===== src/logic/bhac_map.svh =====
`ifndef BHAC_MAP_SVH
`define BHAC_MAP_SVH

// bus widths
`define BHAC_ADDR_W 32
`define BHAC_DATA_W 32
`define BHAC_FC_W 3
`define BHAC_SIZE_W 2

// synchroniser depth for bus request and grant acknowledge (two flops)
`define BHAC_SYNC_W 2

// status pulse length code width and longest pulse in clocks
`define BHAC_STAT_W 2
`define BHAC_STAT_MAX 2'd3

// reset values
`define BHAC_RST_ADDR 32'h0000_0000
`define BHAC_RST_DATA 32'h0000_0000
`define BHAC_RST_FC 3'h0
`define BHAC_RST_SIZE 2'h0

`endif


===== src/logic/bhac_pkg.sv =====
package bhac_pkg;

  typedef enum logic [1:0] {
    BUS_IDLE,
    BUS_RUN,
    BUS_RETRY,
    BUS_HALTED
  } bhac_bus_state_type;

  typedef enum logic [2:0] {
    ARB_OWN,
    ARB_GRANT,
    ARB_GRANT_HOLD,
    ARB_RELEASE,
    ARB_FOREIGN
  } bhac_arb_state_type;

  // one external access as latched at cycle start
  typedef struct packed {
    logic [31:0] addr;
    logic [2:0] fc;
    logic [1:0] size;
    logic rw;
    logic [31:0] wdata;
  } bhac_access_type;

  typedef struct packed {
    logic [1:0] sync1;
    logic [1:0] sync2;
    bhac_bus_state_type bus;
    bhac_arb_state_type arb;
    bhac_access_type acc;
    logic lock;
    logic dbl;
    logic [1:0] stat_cnt;
    logic status;
    logic strobe_n;
    logic ctrl_oe_n;
    logic addr_oe_n;
    logic data_oe_n;
    logic grant;
    logic done;
    logic err;
    logic [31:0] rdata;
    logic nop_stall;
    logic irq_ok;
    logic irq_pend;
  } bhac_state_type;

endpackage


===== src/logic/bhac_bus_ctrl.sv =====
`timescale 1ns/1ps
`include "bhac_map.svh"

module bhac_bus_ctrl (
  // clock and reset
  input wire logic sys_clk_i,
  input wire logic nrst_i,
  // core side
  input wire logic core_reset_i,
  input wire logic cyc_req_i,
  input wire logic [`BHAC_ADDR_W-1:0] cyc_addr_i,
  input wire logic [`BHAC_FC_W-1:0] cyc_fc_i,
  input wire logic [`BHAC_SIZE_W-1:0] cyc_size_i,
  input wire logic cyc_rw_i,
  input wire logic cyc_locked_i,
  input wire logic [`BHAC_DATA_W-1:0] cyc_wdata_i,
  output logic cyc_done_o,
  output logic cyc_err_o,
  output logic [`BHAC_DATA_W-1:0] cyc_rdata_o,
  // exception, instruction and status side
  input wire logic exc_active_i,
  input wire logic addr_err_i,
  input wire logic nop_i,
  output logic nop_stall_o,
  input wire logic [`BHAC_STAT_W-1:0] status_len_i,
  output logic status_o,
  input wire logic irq_pending_i,
  output logic irq_service_ok_o,
  output logic interrupt_pending_out_o,
  // bus cycle pins
  input wire logic halt_req_i,
  input wire logic bus_fault_in_i,
  input wire logic term_ack_i,
  input wire logic [`BHAC_DATA_W-1:0] data_i,
  output logic [`BHAC_ADDR_W-1:0] addr_o,
  output logic [`BHAC_FC_W-1:0] fc_o,
  output logic [`BHAC_SIZE_W-1:0] size_o,
  output logic rw_o,
  output logic addr_oe_n_o,
  output logic address_strobe_n_o,
  output logic locked_cycle_indicator_n_o,
  output logic ctrl_oe_n_o,
  output logic [`BHAC_DATA_W-1:0] data_o,
  output logic data_oe_n_o,
  // arbitration pins
  input wire logic bus_request_in_i,
  input wire logic grant_acknowledge_in_i,
  output logic bus_grant_out_o
);

  bhac_pkg::bhac_state_type s_q;
  bhac_pkg::bhac_state_type s_d;

  logic req_s;
  logic ack_s;
  logic start_now;

  assign req_s = s_q.sync2[1];
  assign ack_s = s_q.sync2[0];
  // a cycle is only begun while the arbiter owns the bus outright
  assign start_now = (s_q.bus == bhac_pkg::BUS_IDLE) && cyc_req_i && !halt_req_i
                     && !s_q.dbl && (s_q.arb == bhac_pkg::ARB_OWN) && !core_reset_i;

  //////////////////////////////////////////////////////////////////////////////

  always_comb begin
    s_d = s_q;
    // first stage feeds only the second stage
    s_d.sync1 = {bus_request_in_i, grant_acknowledge_in_i};
    s_d.sync2 = s_q.sync1;
    s_d.done = 1'b0;
    s_d.err = 1'b0;

    unique case (s_q.bus)
      bhac_pkg::BUS_IDLE: begin
        s_d.lock = cyc_locked_i && cyc_req_i;
        if (start_now) begin
          s_d.acc.addr = cyc_addr_i;
          s_d.acc.fc = cyc_fc_i;
          s_d.acc.size = cyc_size_i;
          s_d.acc.rw = cyc_rw_i;
          s_d.acc.wdata = cyc_wdata_i;
          s_d.bus = bhac_pkg::BUS_RUN;
        end
      end
      bhac_pkg::BUS_RUN: begin
        // halt alone never terminates; only fault, acknowledge or core reset do
        if (bus_fault_in_i && halt_req_i) begin
          s_d.bus = bhac_pkg::BUS_RETRY;
        end else if (bus_fault_in_i) begin
          s_d.err = 1'b1;
          s_d.bus = bhac_pkg::BUS_IDLE;
          if (exc_active_i) begin
            s_d.dbl = 1'b1;
          end
        end else if (term_ack_i) begin
          s_d.done = 1'b1;
          s_d.rdata = data_i;
          // one cycle then stop again: single step from halt toggling
          s_d.bus = halt_req_i ? bhac_pkg::BUS_HALTED : bhac_pkg::BUS_IDLE;
        end
      end
      bhac_pkg::BUS_RETRY: begin
        // same access info is reused; lock stays asserted meanwhile
        if (!halt_req_i && (s_q.arb == bhac_pkg::ARB_OWN) && !s_q.dbl) begin
          s_d.bus = bhac_pkg::BUS_RUN;
        end
      end
      bhac_pkg::BUS_HALTED: begin
        if (!halt_req_i) begin
          s_d.bus = bhac_pkg::BUS_IDLE;
        end
      end
    endcase

    if (addr_err_i && exc_active_i) begin
      s_d.dbl = 1'b1;
    end

    // core reset restarts the sequencer but leaves the arbiter running
    if (core_reset_i) begin
      s_d.bus = bhac_pkg::BUS_IDLE;
      s_d.dbl = 1'b0;
      s_d.lock = 1'b0;
    end

    // arbiter: the processor yields the bus except during a locked sequence
    unique case (s_q.arb)
      bhac_pkg::ARB_OWN: begin
        // a cycle decided this clock goes out first, grant follows
        if (req_s && !s_q.lock && !start_now) begin
          s_d.arb = bhac_pkg::ARB_GRANT;
        end else if (ack_s) begin
          s_d.arb = bhac_pkg::ARB_FOREIGN;
        end
      end
      bhac_pkg::ARB_GRANT: begin
        s_d.arb = bhac_pkg::ARB_GRANT_HOLD;
      end
      bhac_pkg::ARB_GRANT_HOLD: begin
        if (ack_s || !req_s) begin
          s_d.arb = bhac_pkg::ARB_RELEASE;
        end
      end
      bhac_pkg::ARB_RELEASE: begin
        s_d.arb = bhac_pkg::ARB_FOREIGN;
      end
      bhac_pkg::ARB_FOREIGN: begin
        if (!ack_s) begin
          s_d.arb = bhac_pkg::ARB_OWN;
        end else if (req_s) begin
          s_d.arb = bhac_pkg::ARB_GRANT;
        end
      end
    endcase

    s_d.grant = (s_d.arb == bhac_pkg::ARB_GRANT) || (s_d.arb == bhac_pkg::ARB_GRANT_HOLD);
    // float only once our own strobe is idle; held access values reappear on return
    s_d.addr_oe_n = (s_d.arb != bhac_pkg::ARB_OWN) && (s_d.bus != bhac_pkg::BUS_RUN);
    s_d.ctrl_oe_n = s_d.addr_oe_n;
    s_d.strobe_n = (s_d.bus != bhac_pkg::BUS_RUN);
    s_d.data_oe_n = !((s_d.bus == bhac_pkg::BUS_RUN) && !s_d.acc.rw);

    // status: level on double fault, short pulses otherwise
    if (s_q.stat_cnt != 2'h0) begin
      s_d.stat_cnt = s_q.stat_cnt - 2'h1;
    end else if ((status_len_i != 2'h0) && (status_len_i <= `BHAC_STAT_MAX)) begin
      s_d.stat_cnt = status_len_i;
    end
    s_d.status = s_d.dbl || (s_d.stat_cnt != 2'h0);

    // halt gates the bus and interrupt servicing; execution from caches needs no stall here
    s_d.nop_stall = nop_i && ((s_d.bus != bhac_pkg::BUS_IDLE && s_d.bus != bhac_pkg::BUS_HALTED)
                    || cyc_req_i);
    s_d.irq_ok = irq_pending_i && !s_d.dbl && (s_d.bus != bhac_pkg::BUS_HALTED)
                 && (s_d.bus != bhac_pkg::BUS_RETRY) && !halt_req_i;
    s_d.irq_pend = irq_pending_i;
  end

  //////////////////////////////////////////////////////////////////////////////

  always_ff @(posedge sys_clk_i or negedge nrst_i) begin
    if (!nrst_i) begin
      s_q <= '0;
      s_q.bus <= bhac_pkg::BUS_IDLE;
      s_q.arb <= bhac_pkg::ARB_OWN;
      s_q.acc.addr <= `BHAC_RST_ADDR;
      s_q.acc.fc <= `BHAC_RST_FC;
      s_q.acc.size <= `BHAC_RST_SIZE;
      s_q.acc.rw <= 1'b1;
      s_q.acc.wdata <= `BHAC_RST_DATA;
      s_q.rdata <= `BHAC_RST_DATA;
      s_q.strobe_n <= 1'b1;
      s_q.data_oe_n <= 1'b1;
    end else begin
      s_q <= s_d;
    end
  end

  //////////////////////////////////////////////////////////////////////////////

  assign cyc_done_o = s_q.done;
  assign cyc_err_o = s_q.err;
  assign cyc_rdata_o = s_q.rdata;
  assign nop_stall_o = s_q.nop_stall;
  assign status_o = s_q.status;
  assign irq_service_ok_o = s_q.irq_ok;
  assign interrupt_pending_out_o = s_q.irq_pend;
  assign addr_o = s_q.acc.addr;
  assign fc_o = s_q.acc.fc;
  assign size_o = s_q.acc.size;
  assign rw_o = s_q.acc.rw;
  assign addr_oe_n_o = s_q.addr_oe_n;
  assign address_strobe_n_o = s_q.strobe_n;
  assign locked_cycle_indicator_n_o = !s_q.lock;
  assign ctrl_oe_n_o = s_q.ctrl_oe_n;
  assign data_o = s_q.acc.wdata;
  assign data_oe_n_o = s_q.data_oe_n;
  assign bus_grant_out_o = s_q.grant;
endmodule


===== config.mk =====
export PLATFORM = sky130hd
export DESIGN_NAME = bhac_bus_ctrl
export DESIGN_NICKNAME = d
export VERILOG_FILES = /design/src/logic/bhac_pkg.sv /design/src/logic/bhac_bus_ctrl.sv
export VERILOG_INCLUDE_DIRS = /design/src /design/src/logic
export SDC_FILE = /design/constraint.sdc
export NUM_CORES = 1
export LEC_CHECK = 0
export BUFFER_PORTS_ARGS = -buffer_cell sky130_fd_sc_hd__buf_2
export CAP_MARGIN = 20
export CORE_UTILIZATION = 50
export CTS_BUF_LIST = sky130_fd_sc_hd__clkbuf_8
export DETAILED_ROUTE_END_ITERATION = 6
export GPL_ROUTABILITY_DRIVEN = 0
export GPL_TIMING_DRIVEN = 0
export PLACE_DENSITY = 0.86
export SYNTH_ARGS = -nofsm -noshare
export SYNTH_HDL_FRONTEND = slang
export SYNTH_SLANG_ARGS = --single-unit
export TNS_END_PERCENT = 50

===== constraint.sdc =====
create_clock -name sys_clk_i -period 2.7 [get_ports sys_clk_i]
set_clock_uncertainty 0.15 [all_clocks]
set_input_delay 0.54 -clock sys_clk_i [delete_from_list [all_inputs] [get_ports sys_clk_i]]
set_output_delay 0.54 -clock sys_clk_i [all_outputs]
set_load 0.1 [all_outputs]

# After elaboration in Yosys (flattened, before gate mapping)
# Index checks and enable logic that the tools add are counted.
# classes
mux,32
eq_ne,13
n_bitwise,2
n_addsub,1
magnitude_cmp,1
n_reduce_logical,44
# op_table
operator,n
$mux 34,3
$mux 32,2
$mux 33,1
$mux 2,11
$logic_and 1x1->1,21
$mux 3,5
$pmux 3 s5,1
$reduce_bool 2->1,5
$eq 3x2->1 const B,3
$logic_not 1->1,9
$mux 1,8
$pmux 2 s4,1
$eq 3x1->1 const B,2
$eq 2x1->1 const B,2
$eq 2x2->1 const B,2
$logic_or 1x1->1,4
$ne 2x2->1 const B,2
$reduce_and 4->1,1
$eq 3x3->1 const B,1
$logic_not 3->1,1
$reduce_bool 3->1,1
$le 2x2->1 const B,1
$logic_not 2->1,1
$ne 2x1->1 const B,1
other kinds (3),4
# totals
out_inout_bits,114
word_cells,116
regBits,125
in_bits,118

# Depth between registers and ports, before layout
# Gate-level depths: netlist of the first run.
# logic_depth
depth_word,14
mapped_depth,8
mapped_depth_nobuf,8

# Worst setup path after synthesis of the first run
# OpenSTA, ideal clock, no wires.
# synth_path
kind,input -> register
start,in halt_req_i
end,reg s_q (netlist bit data_oe_n_o)
n_path_buf,0
path_slack_ns,0.114
arrival_ns,2.354
path_stages,8
setup_time_ns,0.082
required_time_ns,2.468
path_cell_list,or4_4 -> or2_2 -> or3_1 -> a21o_1 -> inv_1 -> ha_1 -> inv_1 -> or2_1
# synth_rtl
element,line_no,rtl
"start, declared",bhac_bus_ctrl.sv:31,"input wire logic halt_req_i,"
"end, declared",bhac_bus_ctrl.sv:51,bhac_pkg::bhac_state_type s_q;

==> metrics.txt, run 1 <==
dominant synthesized flop cell dfrtp_1; H-Tree Level Count 4; IO buf count 231; area leader, netlist dfrtp_1; Final nets 785; total number of vias 3,818; vias in the first global route 3,916; max cap viols 0; mux share of post-synthesis cell area 0.214; core area 10,900 sq um; Mapped Area between 5000 and 6000 sq um; Yosys reg bits 125; arrival time worst endpoint about 2.8 ns; Detailed Route Iter0 Violations 72; residual DRC count 0; antenna-violating nets left 0; setup tns final 0 ns; die height between 100 and 150 microns; Crit Path Category reg2reg; n_diodes 0; CTS Buf Count 17; Post-Synth Simple-Gate Area 0.0330; largest net degree at the start of global routing 65; Detailed Route WL about 11 mm; status complete, no violations; Max Buffers Root-to-Sink 2; Avg WL per Cell 14.0 microns; # Post-CTS Setup Buffers 0; initial antenna violation count 0; synthesized area per cell 13.6 sq um; Worst-Margin Slew ~0.7 ns; Seq/Total Area, Yosys 0.558; top cell type's share of synthesized area 0.544; Final Cycle Share 0.968; Avg Vias per Cell 4.68; Post-Synth XOR/XNOR Area 0.00312; clock root buffer master clkbuf_8; CTS Sinks around 130; ys async rst share 1.00; synth unique cells 40; Hold WC Path Type in2reg; die width 108 microns; Post-Synth Adder-Cell Area 0.00669; Max Slew Vio Count 0; Final Hold Viols 0; Setup Viol. Count Final 0; max_slew headroom 0.531; total track usage 0.203; CTS clk-pin slew, worst paths 0.07 ns; endpoint class of the critical path flip-flop; Syn Inst Count a little over 400; number of flops mapped to enable cells by yosys 0; CP Data Required Time 2.89 ns; CP max FO 8; hpwl dp between 8 and 9 mm; most numerous cell in the Yosys netlist dfrtp_1; clk_lat worst skew 0.40 ns; synth cell count leaders 122 x dfrtp_1, 102 x buf_4, 92 x mux2_2, 11 x mux2_4; TritonRoute pass-1 iters 4; RSZ-0062 raised after global routing no; filler cell count 801; ratio of cells with drive above 1 in the final layout 0.713; CTS tree yes; syn_nets 533; Ys Warns 0; synthesis-to-layout area growth 31.1%; global-route wire length before repair 18.1 mm; grt ovf 0; main combinational cell family by area after synthesis multiplexers; I/O Pins between 200 and 250; Compound-Gate Fraction of Synth Area 0.0254; die area between 10,000 and 15,000 sq um; leading post-synthesis cells by cell area dfrtp_1 54%, mux2_2 18%, buf_4 14%; Row Count 38; maximum clock frequency 383 MHz; Final min period 2.61 ns; starting density of the core 0.515; Critical Path Start Type flip-flop
==> repair_timing <==
item	in CTS	in global routing
setup endpoints to repair	0	1
resized for setup	0	1
hold endpoints to repair	61	0
hold buffers	1	0
==> registers in the layout, indices dropped and copies added (netlist names), 2 cells and up <==
signal       count
addr_o          32
cyc_rdata_o     32
data_o          32
fc_o             3
s_d              2
s_q              9
size_o           2
==> area by class of cell <==
type                       instances  area (sq um)  area share
multi-input combinational        162          1580       0.216
inverter                          10          37.5     0.00511
timing repair buffer             233          1200       0.163
tap                              140           175      0.0238
clock inverter                    11           104      0.0141
sequential                       125          3130       0.426
buffer                           115           855       0.116
clock buffer                      19           262      0.0356
==> cells in the final DEF (no fill, tap or decap), types with 2 or more instances in the layout <==
cell,Yosys,final
a21oi_1,4,4
buf_2,5,235
clkbuf_8,0,19
buf_4,102,102
clkbuf_1,4,4
nand3b_1,2,2
mux2_4,11,11
nor4_1,2,2
buf_6,3,4
o21ai_0,5,5
nand2b_1,2,2
bufinv_16,0,2
nor2_1,10,10
ha_1,3,3
clkinv_2,0,5
dfrtp_1,122,121
nand3_1,2,2
mux2_2,92,92
nand2_1,4,4
or3_1,4,4
a21o_1,2,2
inv_1,10,13
dfstp_2,3,3
==> worst paths after layout <==
path	start	to	slack, ns	depth (start not counted)
worst min-delay path	grant_acknowledge_in_i	s_d[122]	0.09	1
min in group asynchronous	nrst_i	nop_stall_o	0.52	2
max in group asynchronous	nrst_i	rw_o	1.15	3
worst max-delay path	s_q[117]	data_oe_n_o	0.09	8
worst max register to register	s_q[117]	data_oe_n_o	0.09	8
worst min register to register	s_d[122]	ack_s	0.21	0
==> cell families (layout without fill, tap and decap cells) <==
group           Yosys count  in the layout
flops                   125            125
buf+inv                 125            388
mux                     103            103
simple gates             33             33
compound gates           21             21
fa+ha+maj                 3              3
xor+xnor                  2              2
==> metrics by stage <==
step                       util  setup WS, ns  cell area, sq um  hold slack, ns  instances
after floorplan               -         0.114              5610          0.0944        412
after global placement    0.637        -0.517              6940           0.181        783
after detailed placement  0.640        -0.169              6970           0.186        784
after CTS                 0.675        0.0701              7350          0.0562        815
after global routing      0.675        0.0129              7350          0.0522        815
final                     0.675        0.0866              7350          0.0892        815
==> routing by layer <==
layer  vias to the layer above  share of wire  global-route usage
met5                         -              0                   0
met4                         0         0.0072              0.0577
met3                         7          0.075              0.0690
li1                       1798              -                   -
met1                      1858           0.38               0.223
met2                       155           0.54               0.371
==> worst max-delay path, cell delays in order, from the launching register on <==
cell and delay (ns):
dfrtp_2 0.46, or4_4 0.51, or2_2 0.31, or3_1 0.35, a21o_1 0.19, inv_1 0.09, ha_1 0.16, inv_1 0.08
or2_1 0.23
Power of run 1 is not shown: default switching activity piles up to over one toggle a cycle in this logic, so the estimate is an artifact.
==> run 2, diff against run 1 <==
Settings changed: GPL_TIMING_DRIVEN 0 to unset.
==> metrics.txt, run 2 (synthesis results as in run 1) <==
Reg area 3130 sq um (about the same); Worst-Margin Slew 0.689 ns (-0.00920 ns); leading cell type in the layout, fill and taps excluded buf_2; clock root buffer master clkbuf_8; multi-input logic area 1590 sq um (+0.40%); endpoint class of the critical path flip-flop; CTS Sinks 125 (unchanged); I/O Pins 232 (unchanged); TritonRoute pass-1 iters 4 (unchanged); Setup Viol. Count Final 0 (unchanged); CTS clk-pin slew, worst paths 0.07 ns (about the same); # Post-CTS Setup Buffers 0 (unchanged); Row Count 38 (unchanged); grt ovf 0 (unchanged); Hold WC Path Type in2async; filler cell count 861 (+7.5%); status complete, no violations; CTS tree yes; core area 10,900 sq um (unchanged); RSZ-0062 raised after global routing no; hpwl dp 7.48 mm (-16%); Crit Path Category reg2reg; max cap viols 0 (unchanged); most frequent cells in the layout 230 x buf_2, 122 x dfrtp_1, 92 x mux2_2; hold buffers post-CTS 0 (-1); total number of vias 3,396 (-11%); reg-to-reg startpoint s_q[117]; Max Buffers Root-to-Sink 2 (unchanged); global-route wire length before repair 16.2 mm (-10%); r2r setup slk 0.14 ns (+0.06 ns); arrival time worst endpoint 2.71 ns (-0.09 ns); CP max FO 8 (unchanged); residual DRC count 0 (unchanged); Detailed Route Iter0 Violations 84 (+17%); Avg Vias per Cell 4.80 (+2.4%); Final Hold Viols 0 (unchanged); largest net degree at the start of global routing 126 (+94%); die width 108 microns (unchanged); n_diodes 0 (unchanged); Detailed Route WL 10.2 mm (-11%); die height 108 microns (unchanged); antenna-violating nets left 0 (unchanged); CTS Buf Count 17 (unchanged); CP Data Required Time 2.85 ns (-0.04 ns); total track usage 0.182 (-0.0210); ratio of cells with drive above 1 in the final layout 0.667 (-0.0453); die area 11,600 sq um (unchanged); max_slew headroom 0.541 (+0.00972); H-Tree Level Count 4 (unchanged); starting density of the core 0.515 (unchanged); Final min period 2.56 ns (-0.0578 ns); Post-DP Area 6180 sq um (-11%); Final nets 676 (-14%); maximum clock frequency 391 MHz (+2.3%); Avg WL per Cell 14.4 microns (+2.6%); Critical Path Start Type flip-flop; CP startpoint s_q[117]; CTS resizes 0 (unchanged); IO buf count 231 (unchanged); initial antenna violation count 0 (unchanged); clk_lat worst skew 0.42 ns (+0.02 ns); vias in the first global route 3,568 (-8.9%); Non-Filler Cell Area, Final 6570 sq um (-11%); Max Slew Vio Count 0 (unchanged); synthesis-to-layout area growth 17.1%; Final Cycle Share 0.947 (-0.0214)
## run 2: changes by cell type in the layout (fill, tap and decap cells not counted), moves of 2 or more
| cell | delta |
|---|---|
| clkbuf_1 | -4 |
| buf_12 | +2 |
| buf_2 | -5 |
| clkbuf_8 | +2 |
| buf_4 | -95 |
| buf_6 | -4 |
## run 2: path summary, 6_finish.rpt
check / end / cells after the start
setup / recovery: irq_service_ok_o / 9
hold reg to reg: req_s / 0
setup reg to reg: irq_service_ok_o / 9
hold / removal: nop_stall_o / 2
min in group sys_clk_i: s_d[122] / 1
max in group asynchronous: cyc_rdata_o[5] / 2
## run 2: critical path, stage by stage, from the launching register on
cell	delay (ns)
dfrtp_1	0.47
or4_4	0.51
or2_2	0.29
or3_1	0.35
a21o_1	0.20
inv_1	0.07
buf_4	0.11
ha_1	0.13
nand2b_1	0.10
nor4_1	0.05
## run 2: routing by layer
layer | up-vias | track usage | wire length, microns
met3 | 19 | 0.0630 | 808
li1 | 1587 | - | -
met5 | - | 0 | 0
met2 | 148 | 0.318 | 5270
met1 | 1642 | 0.195 | 3890
met4 | 0 | 0.0939 | 237
## run 2: final cells by class
| class | instances | area share |
|---|---|---|
| inverter | 10 | 0.00572 |
| tap | 140 | 0.0267 |
| clock buffer | 21 | 0.0440 |
| multi-input combinational | 162 | 0.242 |
| timing repair buffer | 239 | 0.189 |
| sequential | 125 | 0.477 |
| clock inverter | 11 | 0.0152 |
## run 2: per-stage QoR
stage                util  TNS, ns  cells  hold WS [ns]  setup WS (ns)
floorplan               -        0    412        0.0944          0.114
global placement    0.567  -0.0143    676         0.182        -0.0126
detailed placement  0.567   -0.878    676         0.187        -0.0647
CTS                 0.603        0    708        0.0377          0.147
global route        0.603        0    708        0.0378         0.0401
finish              0.603        0    708       0.00965          0.144
Power of run 2 is left out for the same reason.
==> run 3, diff against run 2 <==
Settings changed: CORE_UTILIZATION 50 to 45, GPL_TIMING_DRIVEN set to 0, PLACE_DENSITY 0.86 to 0.82.
Clock period 2.7 ns to 2.3 ns, I/O delays scaled along.
==> metrics.txt, run 3 (synthesis results as in run 1) <==
CP max FO 2 (-6); clock root buffer master clkbuf_8; ratio of cells with drive above 1 in the final layout 0.728 (+0.0603); maximum clock frequency 418 MHz (+6.9%); n_diodes 0 (unchanged); met3 wire length 919 microns (+14%); met1 wire length 4.80 mm (+24%); vias in the first global route 4,028 (+13%); CTS clk-pin slew, worst paths 0.07 ns (about the same); Setup Viol. Count Final 8 (+8); Setup WS post-layout -0.0896 ns (-0.234 ns); synthesis-to-layout area growth 37.4%; max_slew headroom 0.620 (+0.0795); met2 WL post-DR 6.23 mm (+18%); Max Slew Vio Count 0 (unchanged); clk_lat worst skew 0.43 ns (about the same); IO buf count 231 (unchanged); core area 12,100 sq um (+11%); CTS Buf Count 17 (unchanged); Final nets 798 (+18%); antenna-violating nets left 0 (unchanged); endpoint class of the critical path flip-flop; Avg WL per Cell 14.1 microns (-2.0%); hpwl dp 8.67 mm (+16%); Final Cycle Share 1.04 (+0.0924); total number of vias 3,918 (+15%); Finished Layout Cells 858 (+21%); Critical Path Start Type flip-flop; violated checks negative setup slack; max cap viols 0 (unchanged); total track usage 0.187 (+0.00425); die height 114 microns (+5.3%); Row Count 40 (+5.3%); arrival time worst endpoint 2.59 ns (-0.12 ns); die width 114 microns (+5.3%); initial antenna violation count 0 (unchanged); Worst-Margin Slew 0.570 ns (-0.119 ns); H-Tree Level Count 4 (unchanged); RSZ-0062 raised after global routing yes; Avg Vias per Cell 4.57 (-4.8%); r2r setup slk -0.09 ns (-0.23 ns); Crit Path Category reg2reg; Final min period 2.39 ns (-0.166 ns); residual DRC count 0 (unchanged); top routing layer used met4; grt ovf 0 (unchanged); TritonRoute pass-1 iters 5 (+1); Final Hold Viols 0 (unchanged); global-route wire length before repair 18.6 mm (+14%); Max Buffers Root-to-Sink 2 (unchanged); Detailed Route Iter0 Violations 180 (+110%); largest net degree at the start of global routing 67 (-47%); die area 12,900 sq um (+11%); placed instance count 812 (+20%); status finished with violations; leading cell type in the layout, fill and taps excluded buf_2; starting density of the core 0.465 (-0.0501); I/O Pins 232 (unchanged); CTS Sinks 125 (unchanged); CP Data Required Time 2.51 ns (-0.34 ns); Hold WC Path Type in2reg; most frequent cells in the layout 230 x buf_2, 120 x dfrtp_1, 109 x buf_4; Detailed Route WL 12.1 mm (+19%); CTS tree yes
-- run 3: layout make-up --
class / instances / area [sq um]
sequential: 125 / 3130
tap: 168 / 210
clock buffer: 22 / 303
timing repair buffer: 247 / 1370
fill: 905 / 4360
inverter: 10 / 40.0
clock inverter: 10 / 121
buffer: 113 / 878
multi-input combinational: 163 / 1650
-- run 3: repair_timing --
action / in CTS / in global routing
pin swaps: 3 / 2
setup buffers: 3 / 4
hold buffers: 4 / 0
hold endpoints to repair: 62 / 0
gates resized for setup: 18 / 11
endpoints found under the setup margin: 93 / 58
cloned: 0 / 5
-- run 3: metrics by stage --
stage          utilization  worst slack [ns]  cell area [sq um]  hold WS, ns  TNS [ns]
2_1_floorplan            -           -0.0460               5630       0.0144    -0.161
3_3_place_gp         0.580            -0.839               6990        0.185   -113.89
3_5_place_dp         0.582            -0.304               7030        0.186    -14.50
4_1_cts              0.627           -0.0876               7560       0.0539    -0.308
5_1_grt              0.639            -0.140               7710       0.0816     -1.36
6_report             0.639           -0.0896               7710       0.0973    -0.246
-- run 3: worst paths after layout --
kind	startpoint	to	cells past startpoint
setup / recovery	s_q[117]	nop_stall_o	7
hold / removal	status_len_i[1]	s_q[44]	3
setup reg to reg	s_q[117]	nop_stall_o	7
hold reg to reg	s_d[123]	req_s	0
max in group asynchronous	nrst_i	address_strobe_n_o	3
min in group asynchronous	nrst_i	status_o	2
-- run 3: metal layers --
metal | global-route usage | up-vias
met5 | 0 | -
met4 | 0.0728 | 0
met3 | 0.0622 | 18
met2 | 0.324 | 169
met1 | 0.212 | 1910
li1 | - | 1821
-- run 3: critical path: stages (launching register included) --
cell	delay, ns
dfrtp_2	0.41
or4_4	0.53
or2_4	0.24
or3_1	0.30
a21o_1	0.19
buf_4	0.14
ha_4	0.21
a21boi_2	0.15
Power of run 3 is left out for the same reason.
